File: config.mk
export PLATFORM = sky130hd
export DESIGN_NAME = ilc_top
export DESIGN_NICKNAME = d
export VERILOG_FILES = /design/src/logic/ilc_pkg.sv /design/src/logic/ilc_top.sv /design/src/logic/ilc_sync2.sv /design/src/logic/ilc_channel.sv
export SDC_FILE = /design/constraint.sdc
export NUM_CORES = 1
export LEC_CHECK = 0
export BUFFER_PORTS_ARGS = -buffer_cell sky130_fd_sc_hd__buf_2
export CORE_MARGIN = 1
export CORE_UTILIZATION = 47
export CTS_CLUSTER_SIZE = 24
export DETAILED_ROUTE_END_ITERATION = 10
export HOLD_SLACK_MARGIN = 0.06
export PLACE_DENSITY = 0.74
export SLEW_MARGIN = 20
export SYNTH_ARGS = -nofsm -noshare
export SYNTH_HDL_FRONTEND = slang
export SYNTH_SLANG_ARGS = --single-unit
File: constraint.sdc
create_clock -name clock_i -period 1.5 [get_ports clock_i]
set_input_delay 0.225 -clock clock_i [delete_from_list [all_inputs] [get_ports clock_i]]
set_output_delay 0.225 -clock clock_i [all_outputs]
set_load 0.1 [all_outputs]
File: src/logic/ilc_pkg.sv
// Shared constants and carrier types for the two-channel ack and latch clear block.
// Assumes a 32-bit APB slave on a single 20 MHz clock; pins are sampled, not clocked.
// Notes on behaviour
// - In transmit with ack checking on, a high ack from the receiver sets the ack bit.
// - In transmit with ack checking on, a low ack from the receiver clears the ack bit.
// - Writing zero to the ack check enable clears the sampled ack bit read in transmit.
// - In receive, the stored ack bit is driven onto the data line after each byte.
// - Reading the ack bit gives the sampled level in transmit and the written value in receive.
// - Writing the ack bit updates the value returned after reception in either direction.
// - Clear code 0101 clears channel zero, 0110 channel one, 0111 both, others nothing.
// - A valid clear code write initialises the selected channel's internal state.
// - The four clear code bits are write-only, keep nothing and read as one.
// - A channel clear also clears that channel's receive data ready flag.
package ilc_pkg;
	localparam int           NUM_CH        = 2;
	localparam int           ADDR_W        = 8;
	// Register byte offsets
	localparam logic [7:0]   OFS_CTRL0     = 8'h00;
	localparam logic [7:0]   OFS_CTRL1     = 8'h04;
	localparam logic [7:0]   OFS_LATCH_CLR = 8'h08;
	localparam logic [7:0]   OFS_IRQ_STAT  = 8'h0c;
	localparam logic [7:0]   OFS_IRQ_MASK  = 8'h10;
	// Channel control register bit positions
	localparam int           CTL_ACK_VAL   = 0;
	localparam int           CTL_ACK_CHK   = 1;
	localparam int           CTL_DIR_TX    = 2;
	localparam int           CTL_RX_READY  = 3;
	localparam int           CTL_RX_REL    = 4;
	// Latch clear register layout
	localparam int           LCR_RSVD_LSB  = 5;
	localparam logic [3:0]   CLR_CODE_CH0  = 4'h5;
	localparam logic [3:0]   CLR_CODE_CH1  = 4'h6;
	localparam logic [3:0]   CLR_CODE_BOTH = 4'h7;
	localparam logic [3:0]   CLR_CODE_READ = 4'hf;
	localparam logic [2:0]   LCR_RSVD_RST  = 3'h0;
	// Interrupt bits per channel: base is channel * IRQ_PER_CH
	localparam int           IRQ_PER_CH    = 3;
	localparam int           IRQ_ACK       = 0;
	localparam int           IRQ_RX        = 1;
	localparam int           IRQ_CLR       = 2;
	localparam int           IRQ_W         = NUM_CH * IRQ_PER_CH;
	localparam logic [5:0]   IRQ_RST       = 6'h00;
	// Bus clock count: ack clock index, last data bit clock
	localparam logic [3:0]   ACK_CLOCK     = 4'h9;
	localparam logic [3:0]   LAST_DATA_CLK = 4'h8;

	typedef struct packed {
		logic rx_release;
		logic dir_tx;
		logic ack_chk;
		logic ack_val;
	} ilc_ctrl_t;

	typedef struct packed {
		logic ack_evt;
		logic ack_lvl;
		logic rx_done;
	} ilc_evt_t;
endpackage : ilc_pkg

File: src/logic/ilc_top.sv
// Two-channel ack handling and internal latch clear, with APB registers and interrupt.
// Assumes an APB master on clock_i and open-drain pins resolved outside.
`timescale 1ns/1ps
module ilc_top (
	input  wire logic                          clock_i,
	input  wire logic                          rst_n_i,
	input  wire logic                          psel_i,
	input  wire logic                          penable_i,
	input  wire logic                          pwrite_i,
	input  wire logic [ilc_pkg::ADDR_W-1:0]    paddr_i,
	input  wire logic [31:0]                   pwdata_i,
	output logic      [31:0]                   prdata_o,
	output logic                               pready_o,
	output logic                               pslverr_o,
	input  wire logic [ilc_pkg::NUM_CH-1:0]    scl_i,
	input  wire logic [ilc_pkg::NUM_CH-1:0]    sda_i,
	output logic      [ilc_pkg::NUM_CH-1:0]    sda_o,
	output logic      [ilc_pkg::NUM_CH-1:0]    sda_oe_o,
	output logic      [ilc_pkg::NUM_CH-1:0]    scl_o,
	output logic      [ilc_pkg::NUM_CH-1:0]    scl_oe_o,
	output logic      [ilc_pkg::NUM_CH-1:0]    chan_clear_o,
	output logic                               irq_o
);
	localparam int NC = ilc_pkg::NUM_CH;

	logic [NC-1:0]            scl_s;
	logic [NC-1:0]            sda_s;
	logic                     wr_en;
	logic                     rd_setup;
	logic                     addr_ok;
	logic [3:0]               clr_code;
	logic [NC-1:0]            clr_sel;
	logic [NC-1:0]            clr_pulse;
	logic [2:0]               lcr_rsvd;
	logic [ilc_pkg::IRQ_W-1:0] irq_stat;
	logic [ilc_pkg::IRQ_W-1:0] irq_mask;
	logic [ilc_pkg::IRQ_W-1:0] irq_set;
	ilc_pkg::ilc_ctrl_t       ctrl [NC];
	ilc_pkg::ilc_evt_t        evt [NC];
	logic [NC-1:0]            ack_sampled;
	logic [NC-1:0]            rx_ready;
	logic [NC-1:0]            wr_ctrl;
	logic [31:0]              next_rdata;

	// Pin synchronisers
	ilc_sync2 #(.W(2 * NC)) u_sync (
		.clock_i (clock_i),
		.rst_n_i (rst_n_i),
		.async_i ({scl_i, sda_i}),
		.sync_o  ({scl_s, sda_s})
	);

	// APB decode: zero wait states
	assign wr_en     = psel_i & penable_i & pwrite_i;
	assign rd_setup  = psel_i & ~penable_i & ~pwrite_i;
	assign pready_o  = 1'b1;
	assign addr_ok   = paddr_i == ilc_pkg::OFS_CTRL0 || paddr_i == ilc_pkg::OFS_CTRL1
		|| paddr_i == ilc_pkg::OFS_LATCH_CLR || paddr_i == ilc_pkg::OFS_IRQ_STAT
		|| paddr_i == ilc_pkg::OFS_IRQ_MASK;
	assign pslverr_o = psel_i & penable_i & ~addr_ok;
	assign wr_ctrl[0] = wr_en && paddr_i == ilc_pkg::OFS_CTRL0;
	assign wr_ctrl[1] = wr_en && paddr_i == ilc_pkg::OFS_CTRL1;

	// Clear code decode
	assign clr_code = pwdata_i[3:0];
	always_comb begin
		clr_sel = '0;
		if (wr_en && paddr_i == ilc_pkg::OFS_LATCH_CLR) begin
			unique case (clr_code)
				ilc_pkg::CLR_CODE_CH0:  clr_sel = 2'b01;
				ilc_pkg::CLR_CODE_CH1:  clr_sel = 2'b10;
				ilc_pkg::CLR_CODE_BOTH: clr_sel = 2'b11;
				default:                clr_sel = 2'b00;
			endcase
		end
	end

	// One-cycle clear pulse per channel
	always_ff @(posedge clock_i or negedge rst_n_i) begin
		if (!rst_n_i) begin
			clr_pulse <= '0;
		end else begin
			clr_pulse <= clr_sel;
		end
	end
	assign chan_clear_o = clr_pulse;

	// Reserved upper bits of the latch clear register
	always_ff @(posedge clock_i or negedge rst_n_i) begin
		if (!rst_n_i) begin
			lcr_rsvd <= ilc_pkg::LCR_RSVD_RST;
		end else if (wr_en && paddr_i == ilc_pkg::OFS_LATCH_CLR) begin
			lcr_rsvd <= pwdata_i[7:ilc_pkg::LCR_RSVD_LSB];
		end
	end

	genvar g;
	generate
		for (g = 0; g < NC; g++) begin : g_ch
			// Software control, untouched by the latch clear
			always_ff @(posedge clock_i or negedge rst_n_i) begin
				if (!rst_n_i) begin
					ctrl[g] <= '0;
				end else if (wr_ctrl[g]) begin
					ctrl[g].ack_val    <= pwdata_i[ilc_pkg::CTL_ACK_VAL];
					ctrl[g].ack_chk    <= pwdata_i[ilc_pkg::CTL_ACK_CHK];
					ctrl[g].dir_tx     <= pwdata_i[ilc_pkg::CTL_DIR_TX];
					ctrl[g].rx_release <= 1'b0;
				end
			end

			// Ack level sampled from the bus while transmitting
			always_ff @(posedge clock_i or negedge rst_n_i) begin
				if (!rst_n_i) begin
					ack_sampled[g] <= 1'b0;
				end else if (evt[g].ack_evt) begin
					ack_sampled[g] <= evt[g].ack_lvl;
				end else if (wr_ctrl[g] && !pwdata_i[ilc_pkg::CTL_ACK_CHK]) begin
					ack_sampled[g] <= 1'b0;
				end
			end

			// Receive data ready: set wins over clear
			always_ff @(posedge clock_i or negedge rst_n_i) begin
				if (!rst_n_i) begin
					rx_ready[g] <= 1'b0;
				end else if (evt[g].rx_done) begin
					rx_ready[g] <= 1'b1;
				end else if (clr_pulse[g]) begin
					rx_ready[g] <= 1'b0;
				end else if (wr_ctrl[g] && pwdata_i[ilc_pkg::CTL_RX_REL]) begin
					rx_ready[g] <= 1'b0;
				end
			end

			ilc_channel u_ch (
				.clock_i  (clock_i),
				.rst_n_i  (rst_n_i),
				.clear_i  (clr_pulse[g]),
				.scl_i    (scl_s[g]),
				.sda_i    (sda_s[g]),
				.ctrl_i   (ctrl[g]),
				.sda_oe_o (sda_oe_o[g]),
				.evt_o    (evt[g])
			);

			assign irq_set[g*ilc_pkg::IRQ_PER_CH + ilc_pkg::IRQ_ACK] = evt[g].ack_evt;
			assign irq_set[g*ilc_pkg::IRQ_PER_CH + ilc_pkg::IRQ_RX]  = evt[g].rx_done;
			assign irq_set[g*ilc_pkg::IRQ_PER_CH + ilc_pkg::IRQ_CLR] = clr_pulse[g];
		end
	endgenerate

	// Open drain: data low only when enabled; clock never held
	assign sda_o    = '0;
	assign scl_o    = '0;
	assign scl_oe_o = '0;

	// Interrupt status, write one to clear, set wins
	always_ff @(posedge clock_i or negedge rst_n_i) begin
		if (!rst_n_i) begin
			irq_stat <= ilc_pkg::IRQ_RST;
		end else if (wr_en && paddr_i == ilc_pkg::OFS_IRQ_STAT) begin
			irq_stat <= (irq_stat & ~pwdata_i[ilc_pkg::IRQ_W-1:0]) | irq_set;
		end else begin
			irq_stat <= irq_stat | irq_set;
		end
	end

	always_ff @(posedge clock_i or negedge rst_n_i) begin
		if (!rst_n_i) begin
			irq_mask <= ilc_pkg::IRQ_RST;
		end else if (wr_en && paddr_i == ilc_pkg::OFS_IRQ_MASK) begin
			irq_mask <= pwdata_i[ilc_pkg::IRQ_W-1:0];
		end
	end

	always_ff @(posedge clock_i or negedge rst_n_i) begin
		if (!rst_n_i) begin
			irq_o <= 1'b0;
		end else begin
			irq_o <= |(irq_stat & irq_mask);
		end
	end

	// Read mux
	function automatic logic [31:0] ctrl_word(ilc_pkg::ilc_ctrl_t c, logic samp, logic rdy);
		logic [31:0] w;
		w = '0;
		w[ilc_pkg::CTL_ACK_VAL]  = c.dir_tx ? samp : c.ack_val;
		w[ilc_pkg::CTL_ACK_CHK]  = c.ack_chk;
		w[ilc_pkg::CTL_DIR_TX]   = c.dir_tx;
		w[ilc_pkg::CTL_RX_READY] = rdy;
		return w;
	endfunction : ctrl_word

	always_comb begin
		next_rdata = '0;
		unique case (paddr_i)
			ilc_pkg::OFS_CTRL0:     next_rdata = ctrl_word(ctrl[0], ack_sampled[0], rx_ready[0]);
			ilc_pkg::OFS_CTRL1:     next_rdata = ctrl_word(ctrl[1], ack_sampled[1], rx_ready[1]);
			ilc_pkg::OFS_LATCH_CLR: next_rdata = {24'h0, lcr_rsvd, 1'b0,
				ilc_pkg::CLR_CODE_READ};
			ilc_pkg::OFS_IRQ_STAT:  next_rdata = {26'h0, irq_stat};
			ilc_pkg::OFS_IRQ_MASK:  next_rdata = {26'h0, irq_mask};
			default:                next_rdata = '0;
		endcase
	end

	always_ff @(posedge clock_i or negedge rst_n_i) begin
		if (!rst_n_i) begin
			prdata_o <= '0;
		end else if (rd_setup) begin
			prdata_o <= next_rdata;
		end
	end
endmodule : ilc_top

File: src/logic/ilc_sync2.sv
// Two-flop synchroniser for pin levels.
// Assumes inputs come from outside the clock domain.
`timescale 1ns/1ps
module ilc_sync2 #(
	parameter int W = 2
) (
	input  wire logic         clock_i,
	input  wire logic         rst_n_i,
	input  wire logic [W-1:0] async_i,
	output logic      [W-1:0] sync_o
);
	logic [W-1:0] meta;

	always_ff @(posedge clock_i or negedge rst_n_i) begin
		if (!rst_n_i) begin
			meta   <= '1;
			sync_o <= '1;
		end else begin
			meta   <= async_i;
			sync_o <= meta;
		end
	end
endmodule : ilc_sync2

File: src/logic/ilc_channel.sv
// One bus channel: start/stop tracking, clock count, ack capture and ack drive.
// Assumes synchronised clock and data levels; clear_i is a one-cycle pulse.
`timescale 1ns/1ps
module ilc_channel (
	input  wire logic           clock_i,
	input  wire logic           rst_n_i,
	input  wire logic           clear_i,
	input  wire logic           scl_i,
	input  wire logic           sda_i,
	input  wire ilc_pkg::ilc_ctrl_t ctrl_i,
	output logic                sda_oe_o,
	output ilc_pkg::ilc_evt_t   evt_o
);
	logic       scl_d;
	logic       sda_d;
	logic       active;
	logic [3:0] clk_cnt;
	logic       scl_rise;
	logic       scl_fall;
	logic       start_det;
	logic       stop_det;

	assign scl_rise  = scl_i & ~scl_d;
	assign scl_fall  = ~scl_i & scl_d;
	assign start_det = scl_i & scl_d & sda_d & ~sda_i;
	assign stop_det  = scl_i & scl_d & ~sda_d & sda_i;

	// Edge history
	always_ff @(posedge clock_i or negedge rst_n_i) begin
		if (!rst_n_i) begin
			scl_d <= 1'b1;
			sda_d <= 1'b1;
		end else begin
			scl_d <= scl_i;
			sda_d <= sda_i;
		end
	end

	// Frame tracking and clock count
	always_ff @(posedge clock_i or negedge rst_n_i) begin
		if (!rst_n_i) begin
			active  <= 1'b0;
			clk_cnt <= 4'h0;
		end else if (clear_i) begin
			active  <= 1'b0;
			clk_cnt <= 4'h0;
		end else if (start_det) begin
			active  <= 1'b1;
			clk_cnt <= 4'h0;
		end else if (stop_det) begin
			active  <= 1'b0;
			clk_cnt <= 4'h0;
		end else if (active && scl_rise) begin
			clk_cnt <= clk_cnt + 4'h1;
		end else if (active && scl_fall && clk_cnt == ilc_pkg::ACK_CLOCK) begin
			clk_cnt <= 4'h0;
		end
	end

	// Ack drive in receive: open drain low for a zero ack
	always_ff @(posedge clock_i or negedge rst_n_i) begin
		if (!rst_n_i) begin
			sda_oe_o <= 1'b0;
		end else if (clear_i || stop_det || !active) begin
			sda_oe_o <= 1'b0;
		end else if (scl_fall && clk_cnt == ilc_pkg::LAST_DATA_CLK && !ctrl_i.dir_tx) begin
			sda_oe_o <= ~ctrl_i.ack_val;
		end else if (scl_fall && clk_cnt == ilc_pkg::ACK_CLOCK) begin
			sda_oe_o <= 1'b0;
		end
	end

	// Events at the rise of the ack clock
	always_comb begin
		evt_o.ack_evt = active && scl_rise && clk_cnt == ilc_pkg::LAST_DATA_CLK
			&& ctrl_i.dir_tx && ctrl_i.ack_chk;
		evt_o.ack_lvl = sda_i;
		evt_o.rx_done = active && scl_rise && clk_cnt == ilc_pkg::LAST_DATA_CLK
			&& !ctrl_i.dir_tx;
	end
endmodule : ilc_channel

==> metrics.txt, run 1 <==
Num CTS Buffers=9; Mapped Cells=293; status=finished, final reports clean; Primary FF master, synth=dfrtp_1; DP Area=0.003555 mm²; area grow syn2layout=26.81%; # setup viols final=0; synth top area cells=dfrtp_1 38%, dfstp_2 10%, buf_4 8.4%; Die Span Y=83.63 µm; Worst-Skew Late Latency=330 ps; Pins Over Slew Limit=0; worst hold slack=119.1 ps; vias=2,403; Leak=1.878 nW; via/cell ratio=5.305; Clock Sinks=60; Synth async-reset ratio=100.0%; PD cells=1099 mW/mm²; CTS tree=yes; share of the synthesized area in the top cell type=38.35%; drt wl/cell=14.94 µm; Routed Antenna Nets=0; DRT Pass-1 Iters=4; largest net degree at the start of global routing=61; Seq cells post-synth=60; initial antenna violation count=0; Cells after DPL=430; WS Path Type=reg -> reg; Cell Count, Final, Fillers Out=453; unrepaired setup endpoints after global routing=yes; EDFF count, synth=0; die area=0.006994 mm²; post-route clock period utilization=99.56%; initial core utilization=49.04%; Mapped Area=0.003132 mm²; layout cell share with drive strength beyond 1=38.83%; Setup crit start kind=register; Core Area=0.006386 mm²; clock skew=5.760 ps; Nets=426; HP Class=in -> reg; Iter 0 DRT Violations=189; ANT cells=0; clock-pin slew on the worst setup and hold paths=70 ps; CTS root buf=clkbuf_8; site row count=29; Avg Cell Area, Syn=10.69 µm²; Worst Path Required=1770 ps; register area share after synthesis=48.42%; residual DRC count=0; PortBufs=38; yosys warns=0; CP endpoint kind=register; critical path fanouts, max=4; synth cell count leaders=48 x dfrtp_1, 35 x buf_4, 25 x nand2_1, 15 x mux2_2, 15 x o21ai_0; peak supply drop=0.0008661 V; first-pass GRT wire length=11.39 mm; overflow left after global routing=0; Max Freq=669.6 MHz; GPL Wtd Cong=0.8591; Final Instance Area=0.003971 mm²; io pins=94; Synth area leader=dfrtp_1; die width=83.63 µm; post-DP HPWL=4.777 mm; WL final=6.766 mm; minimum clock period=1493 ps; most frequent cell after synthesis=dfrtp_1; Data arrival, critical path=1760 ps; max-cap viol count=0; vias in the first global route=2,380; count of final hold-check violations=0; synth unique cells=53; final setup TNS=0 ps; clk buf depth=2; overall track demand over capacity in global routing=20.67%; total power=4.363 mW; H-tree levels=3
worst paths after layout:
kind,cells after the start,to,slack [ps],start
setup / recovery,5,g_ch[1].u_ch.sda_oe_o$_DFFE_PN0P_,7,g_ch[1].u_ch.scl_d$_DFF_PN1_
hold / removal,2,lcr_rsvd[1]$_DFFE_PN0P_,120,pwdata_i[6]
setup reg to reg,5,g_ch[1].u_ch.sda_oe_o$_DFFE_PN0P_,7,g_ch[1].u_ch.scl_d$_DFF_PN1_
hold reg to reg,0,u_sync.sync_o[3]$_DFF_PN1_,360,u_sync.meta[3]$_DFF_PN1_
max in group asynchronous,3,u_sync.sync_o[2]$_DFF_PN1_,770,rst_n_i
min in group asynchronous,3,irq_o$_DFF_PN0_,420,rst_n_i
layout make-up:
cell class | instances | area [µm²]
well taps | 77 | 96.34
flip-flops and latches | 60 | 1516
fillers | 532 | 2415
clock buffers | 10 | 137.6
clock inverters | 6 | 87.58
repair buffers | 76 | 556.8
multi-input cells | 211 | 1528
inverters | 13 | 48.80
worst max-delay path, cell delays in order (launching register included):
cell and delay (ps):
dfstp_2 560, nand2b_1 110, buf_4 160, nor3_2 180, mux2i_1 210, o2111a_1 200
per-stage QoR:
| step | setup WS (ps) | util (%) |
|---|---|---|
| 2_1_floorplan | -114.8 | - |
| 5_1_grt | -69.40 | 62.19 |
| 3_3_place_gp | -267.5 | 55.66 |
| 4_1_cts | 5.846 | 60.58 |
| 6_report | 6.581 | 62.19 |
| 3_5_place_dp | -302.9 | 55.66 |
timing repair:
item,4_1_cts,5_1_grt
hold buffers,5,0
pin swaps,0,10
buffers inserted,0,2
gates resized for setup,8,22
hold endpoints to repair,52,0
endpoints found under the setup margin,3,18
state kept, by name (all words and copies together) (netlist names):
register / count
prdata_o: 8
g_ch.u_ch.scl_d: 2
rx_ready: 2
u_sync.meta: 4
ack_sampled: 2
g_ch.u_ch.sda_d: 2
g_ch.u_ch.clk_cnt: 8
g_ch.u_ch.active: 2
u_sync.sync_o: 4
g_ch.u_ch.sda_oe_o: 2
irq_mask: 6
irq_stat: 6
lcr_rsvd: 3
chan_clear_o: 2
ctrl: 6
irq_o: 1
layer usage:
layer / GRT usage (%) / share of wire, % / vias up
li1: - / - / 1146
met1: 27.88 / 46 / 1152
met2: 32.96 / 47 / 94
met3: 3.363 / 5.0 / 11
met4: 9.091 / 2.0 / 0
met5: 0 / 0 / -
power breakdown:
part	internal, mW	switching [mW]	leakage, nW
logic	0.288	0.615	1.00
clock network	0.976	0.649	0.105
registers	1.73	0.102	0.771
total	3.00	1.37	1.88
placed cells by master, fill, tap and decap left out, types with 3 or more instances in the layout:
cell,Yosys,final
dfrtp_1,48,48
buf_2,0,33
buf_4,35,32
conb_1,2,31
nand2_1,25,24
o21ai_0,15,14
inv_1,13,13
mux2_2,15,13
dfstp_2,12,12
clkbuf_8,0,10
nand3_1,9,9
nor2_1,11,9
a21o_1,6,6
nand3b_1,5,5
nor2b_1,6,5
a22oi_1,5,5
a22o_1,5,5
mux2_4,3,5
ha_1,6,5
dlygate4sd3_1,0,5
nor3_2,0,4
a21oi_1,5,4
nand2b_1,3,3
nor3_1,8,3
nand4_1,3,3
or3_1,3,3
xnor2_1,3,3
nor4b_1,4,3
clkinvlp_4,0,3
buf_12,0,3
cell families (layout without fill, tap and decap cells):
logic type               after synthesis  in the layout  share of synthesized area, %
buffers and inverters                 51            105                         10.31
adder cells (fa/ha/maj)                6              6                         2.397
XOR/XNOR                               4              4                         1.119
flip-flops                            60             60                         48.42
other                                  2             31                        0.2398
multiplexers                          20             20                         7.471
AND/OR/NAND/NOR                       94             94                         17.34
AO/OA/AOI/OAI                         56             56                         12.71
Note: power is estimated with default switching activity, not from simulation.
==> run 2, diff against run 1 <==
PLACE_DENSITY = 0.73   (was 0.74)
SYNTH_HIERARCHICAL = 1   (was default)
==> metrics.txt, run 2 <==
status=finished, violations left; failing checks=design-rule violations, negative setup slack; layout cell share with drive strength beyond 1=42.09% (+3.3 points); Synth async-reset ratio=100.0% (unchanged); CP Cell Sequence=buf_6 -> or3_4 -> or3_4 -> and4b_2 -> buf_12; CTS root buf=clkbuf_8; Avg Cell Area, Syn=10.42 µm² (-2.5%); post-route clock period utilization=115.0% (+15 points); Switch Pwr=1.519 mW (+11%); share of the synthesized area in the top cell type=37.30% (-1.1 points); residual DRC count=11 (+11); Primary FF master, synth=dfrtp_1; # setup viols final=11 (+11); PD cells=1045 mW/mm² (-4.8%); GR met1 Demand/Resource=27.59% (-0.28 points); Nets=461 (+8.2%); die area=0.007188 mm² (+2.8%); Die Span Y=84.78 µm (+1.4%); yosys warns=6 (+6); dpl ws=-507.5 ps (-204.6 ps); most frequent cell after synthesis=dfrtp_1; Num CTS Buffers=9 (unchanged); die width=84.78 µm (+1.4%); WL final=7.420 mm (+9.7%); Reg power frac=42.2% (about the same); met3 Use GR=5.408% (+2.0 points); peak supply drop=0.0009110 V (+5.2%); Worst Path Required=1270 ps (-500 ps); synth unique cells=46 (-13%); Mapped Area=0.003221 mm² (+2.8%); Gate power share=29.1% (+8.4 points); Net Sw Frac=34.64% (+3.3 points); most common cell after layout, fill and taps aside=buf_4; synth cell count leaders=48 x dfrtp_1, 33 x buf_4, 29 x o21ai_0, 22 x nand2_1; clock-pin slew on the worst setup and hold paths=70 ps (about the same); initial core utilization=49.59% (+0.55 points); Pint=2.866 mW (-4.4%); vias=2,589 (+7.7%); overflow left after global routing=0 (unchanged); max-cap viol count=0 (unchanged); site row count=29 (unchanged); CTS tree=yes; clk buf depth=2 (unchanged); Synth area leader=dfrtp_1; Worst-Skew Late Latency=340 ps (about the same); final setup TNS=-1197 ps (-1197 ps); via/cell ratio=5.305 (about the same); initial antenna violation count=0 (unchanged); Leak=1.994 nW (+6.2%); total power=4.385 mW (+0.51%); DRT Pass-1 Iters=8 (+4); overall track demand over capacity in global routing=21.54% (+0.88 points); count of final hold-check violations=0 (unchanged); CP endpoint kind=output port; Routed Antenna Nets=0 (unchanged); Pins Over Slew Limit=0 (unchanged); largest net degree at the start of global routing=34 (-44%); Setup WS post-layout=-224.8 ps (-231.4 ps); synth top area cells=dfrtp_1 37%, dfstp_2 9.8%, buf_4 7.7%; WS Path Type=in -> out; unrepaired setup endpoints after global routing=yes; most frequent CP cell=or3_4; Worst path max stage delay=390 ps (-170 ps); most frequent cells in the layout=48 x buf_4, 46 x dfrtp_1, 33 x buf_2, 31 x conb_1, 23 x o21ai_0; busiest grt layer=met2; clock power share=28.7% (-8.6 points); HP Class=in -> reg; Clock Sinks=60 (unchanged); EDFF count, synth=0 (unchanged); met2 usage=34.59% (+1.6 points); io pins=94 (unchanged); GPL Wtd Cong=0.8370 (-2.6%); H-tree levels=3 (unchanged); Mapped Cells=309 (+5.5%); drt wl/cell=15.20 µm (+1.8%); clock skew=10.79 ps (+5.031 ps); PortBufs=38 (unchanged); Seq cells post-synth=60 (unchanged); ANT cells=0 (unchanged); first-pass GRT wire length=11.91 mm (+4.5%); Max Freq=579.8 MHz (-13%); Iter 0 DRT Violations=198 (+4.8%); area grow syn2layout=30.23%; register area share after synthesis=47.09% (-1.3 points); minimum clock period=1725 ps (+231.4 ps); Worst path slowest cell=or3_4; vias in the first global route=2,508 (+5.4%); Setup crit start kind=input pin; Data arrival, critical path=1500 ps (-260 ps); critical path fanouts, max=2 (-2); post-DP HPWL=5.085 mm (+6.4%); Core Area=0.006495 mm² (+1.7%); Top Registers=g_ch.u_ch/clk_cnt: 8 flops, prdata_o: 8 flops
## run 2: cell count changes after synthesis, moves of 4 or more
cell	previous run	this run
and4bb_2	0	4
o211ai_1	0	4
a21oi_1	5	10
o21ai_0	15	29
or3b_1	1	5
nor3_1	8	2
nand3b_1	5	13
nor2_1	11	3
a22o_1	5	0
## run 2: through the flow
stage / instance area [µm²] / utilization [%] / std cells / hold WS, ps
detailed placement: 3661 / 56.37 / 451 / 136.0
global route: 4194 / 64.57 / 488 / 102.3
floorplan: 3338 / - / 338 / -70.59
global placement: 3661 / 56.37 / 451 / 134.9
finish: 4194 / 64.57 / 488 / 116.3
CTS: 4046 / 62.30 / 480 / 95.81
## run 2: logic make-up (layout without fill, tap and decap cells)
kind of cell	after synthesis	count (layout)	synth area share, %
xor gates and xnor gates	2	2	0.5440
other	2	31	0.2332
DFF	60	60	47.09
muxes	18	18	6.216
AOI/OAI and AO/OA	70	70	13.60
adders and majority gates	6	6	2.331
and+or+nand+nor	95	95	19.54
buffers and inverters	56	129	10.45
## run 2: final timing paths
path,startpoint,slack [ps],endpoint,cells after the start
min in group asynchronous,rst_n_i,320,g_ch[1].u_ch/clk_cnt[2]$_DFFE_PN0P_,2
max in group asynchronous,rst_n_i,630,u_sync/meta[0]$_DFF_PN1_,3
worst max register to register,g_ch[0].u_ch/clk_cnt[1]$_DFFE_PN0P_,-110,ack_sampled[0]$_DFFE_PN0P_,7
worst max-delay path,paddr_i[1],-220,pslverr_o,5
worst min register to register,u_sync/meta[3]$_DFF_PN1_,360,u_sync/sync_o[3]$_DFF_PN1_,0
worst min-delay path,pwdata_i[7],120,lcr_rsvd[2]$_DFFE_PN0P_,2
## run 2: layout make-up
type / count / area (µm²)
multi-input cells: 222 / 1624
inverters: 16 / 60.06
clock buffers: 13 / 148.9
fillers: 490 / 2301
flip-flops and latches: 60 / 1524
clock inverters: 3 / 15.01
well taps: 77 / 96.34
repair buffers: 97 / 725.7
## run 2: power groups by stage
| stage | Combinational (mW) | Clock (mW) | Sequential [mW] |
|---|---|---|---|
| after floorplan | 0.754 | 0 | 1.90 |
| after global placement | 1.02 | 0 | 1.86 |
| after detailed placement | 1.06 | 0 | 1.87 |
| after CTS | 1.18 | 1.30 | 1.84 |
| after global routing | 1.37 | 1.36 | 1.86 |
| final | 1.28 | 1.26 | 1.85 |
## run 2: worst max-delay path, delay by kind of cell
| kind | cells | cell delay [ps] |
|---|---|---|
| simple gates | 3 | 1020 |
| buf+inv | 2 | 260 |
## run 2: what timing repair did
item                                   CTS  global route
endpoints found under the hold margin   15             0
setup endpoints to repair               25            39
gates resized for setup                 26            32
gates cloned                             0             0
pin swaps                                9             9
setup buffers                            8             8
hold buffers                             5             0
## run 2: metal layers
layer,share of wire [%],vias up
met5,0,-
met4,2.2,0
met3,5.0,17
met2,48,89
met1,45,1252
li1,-,1231
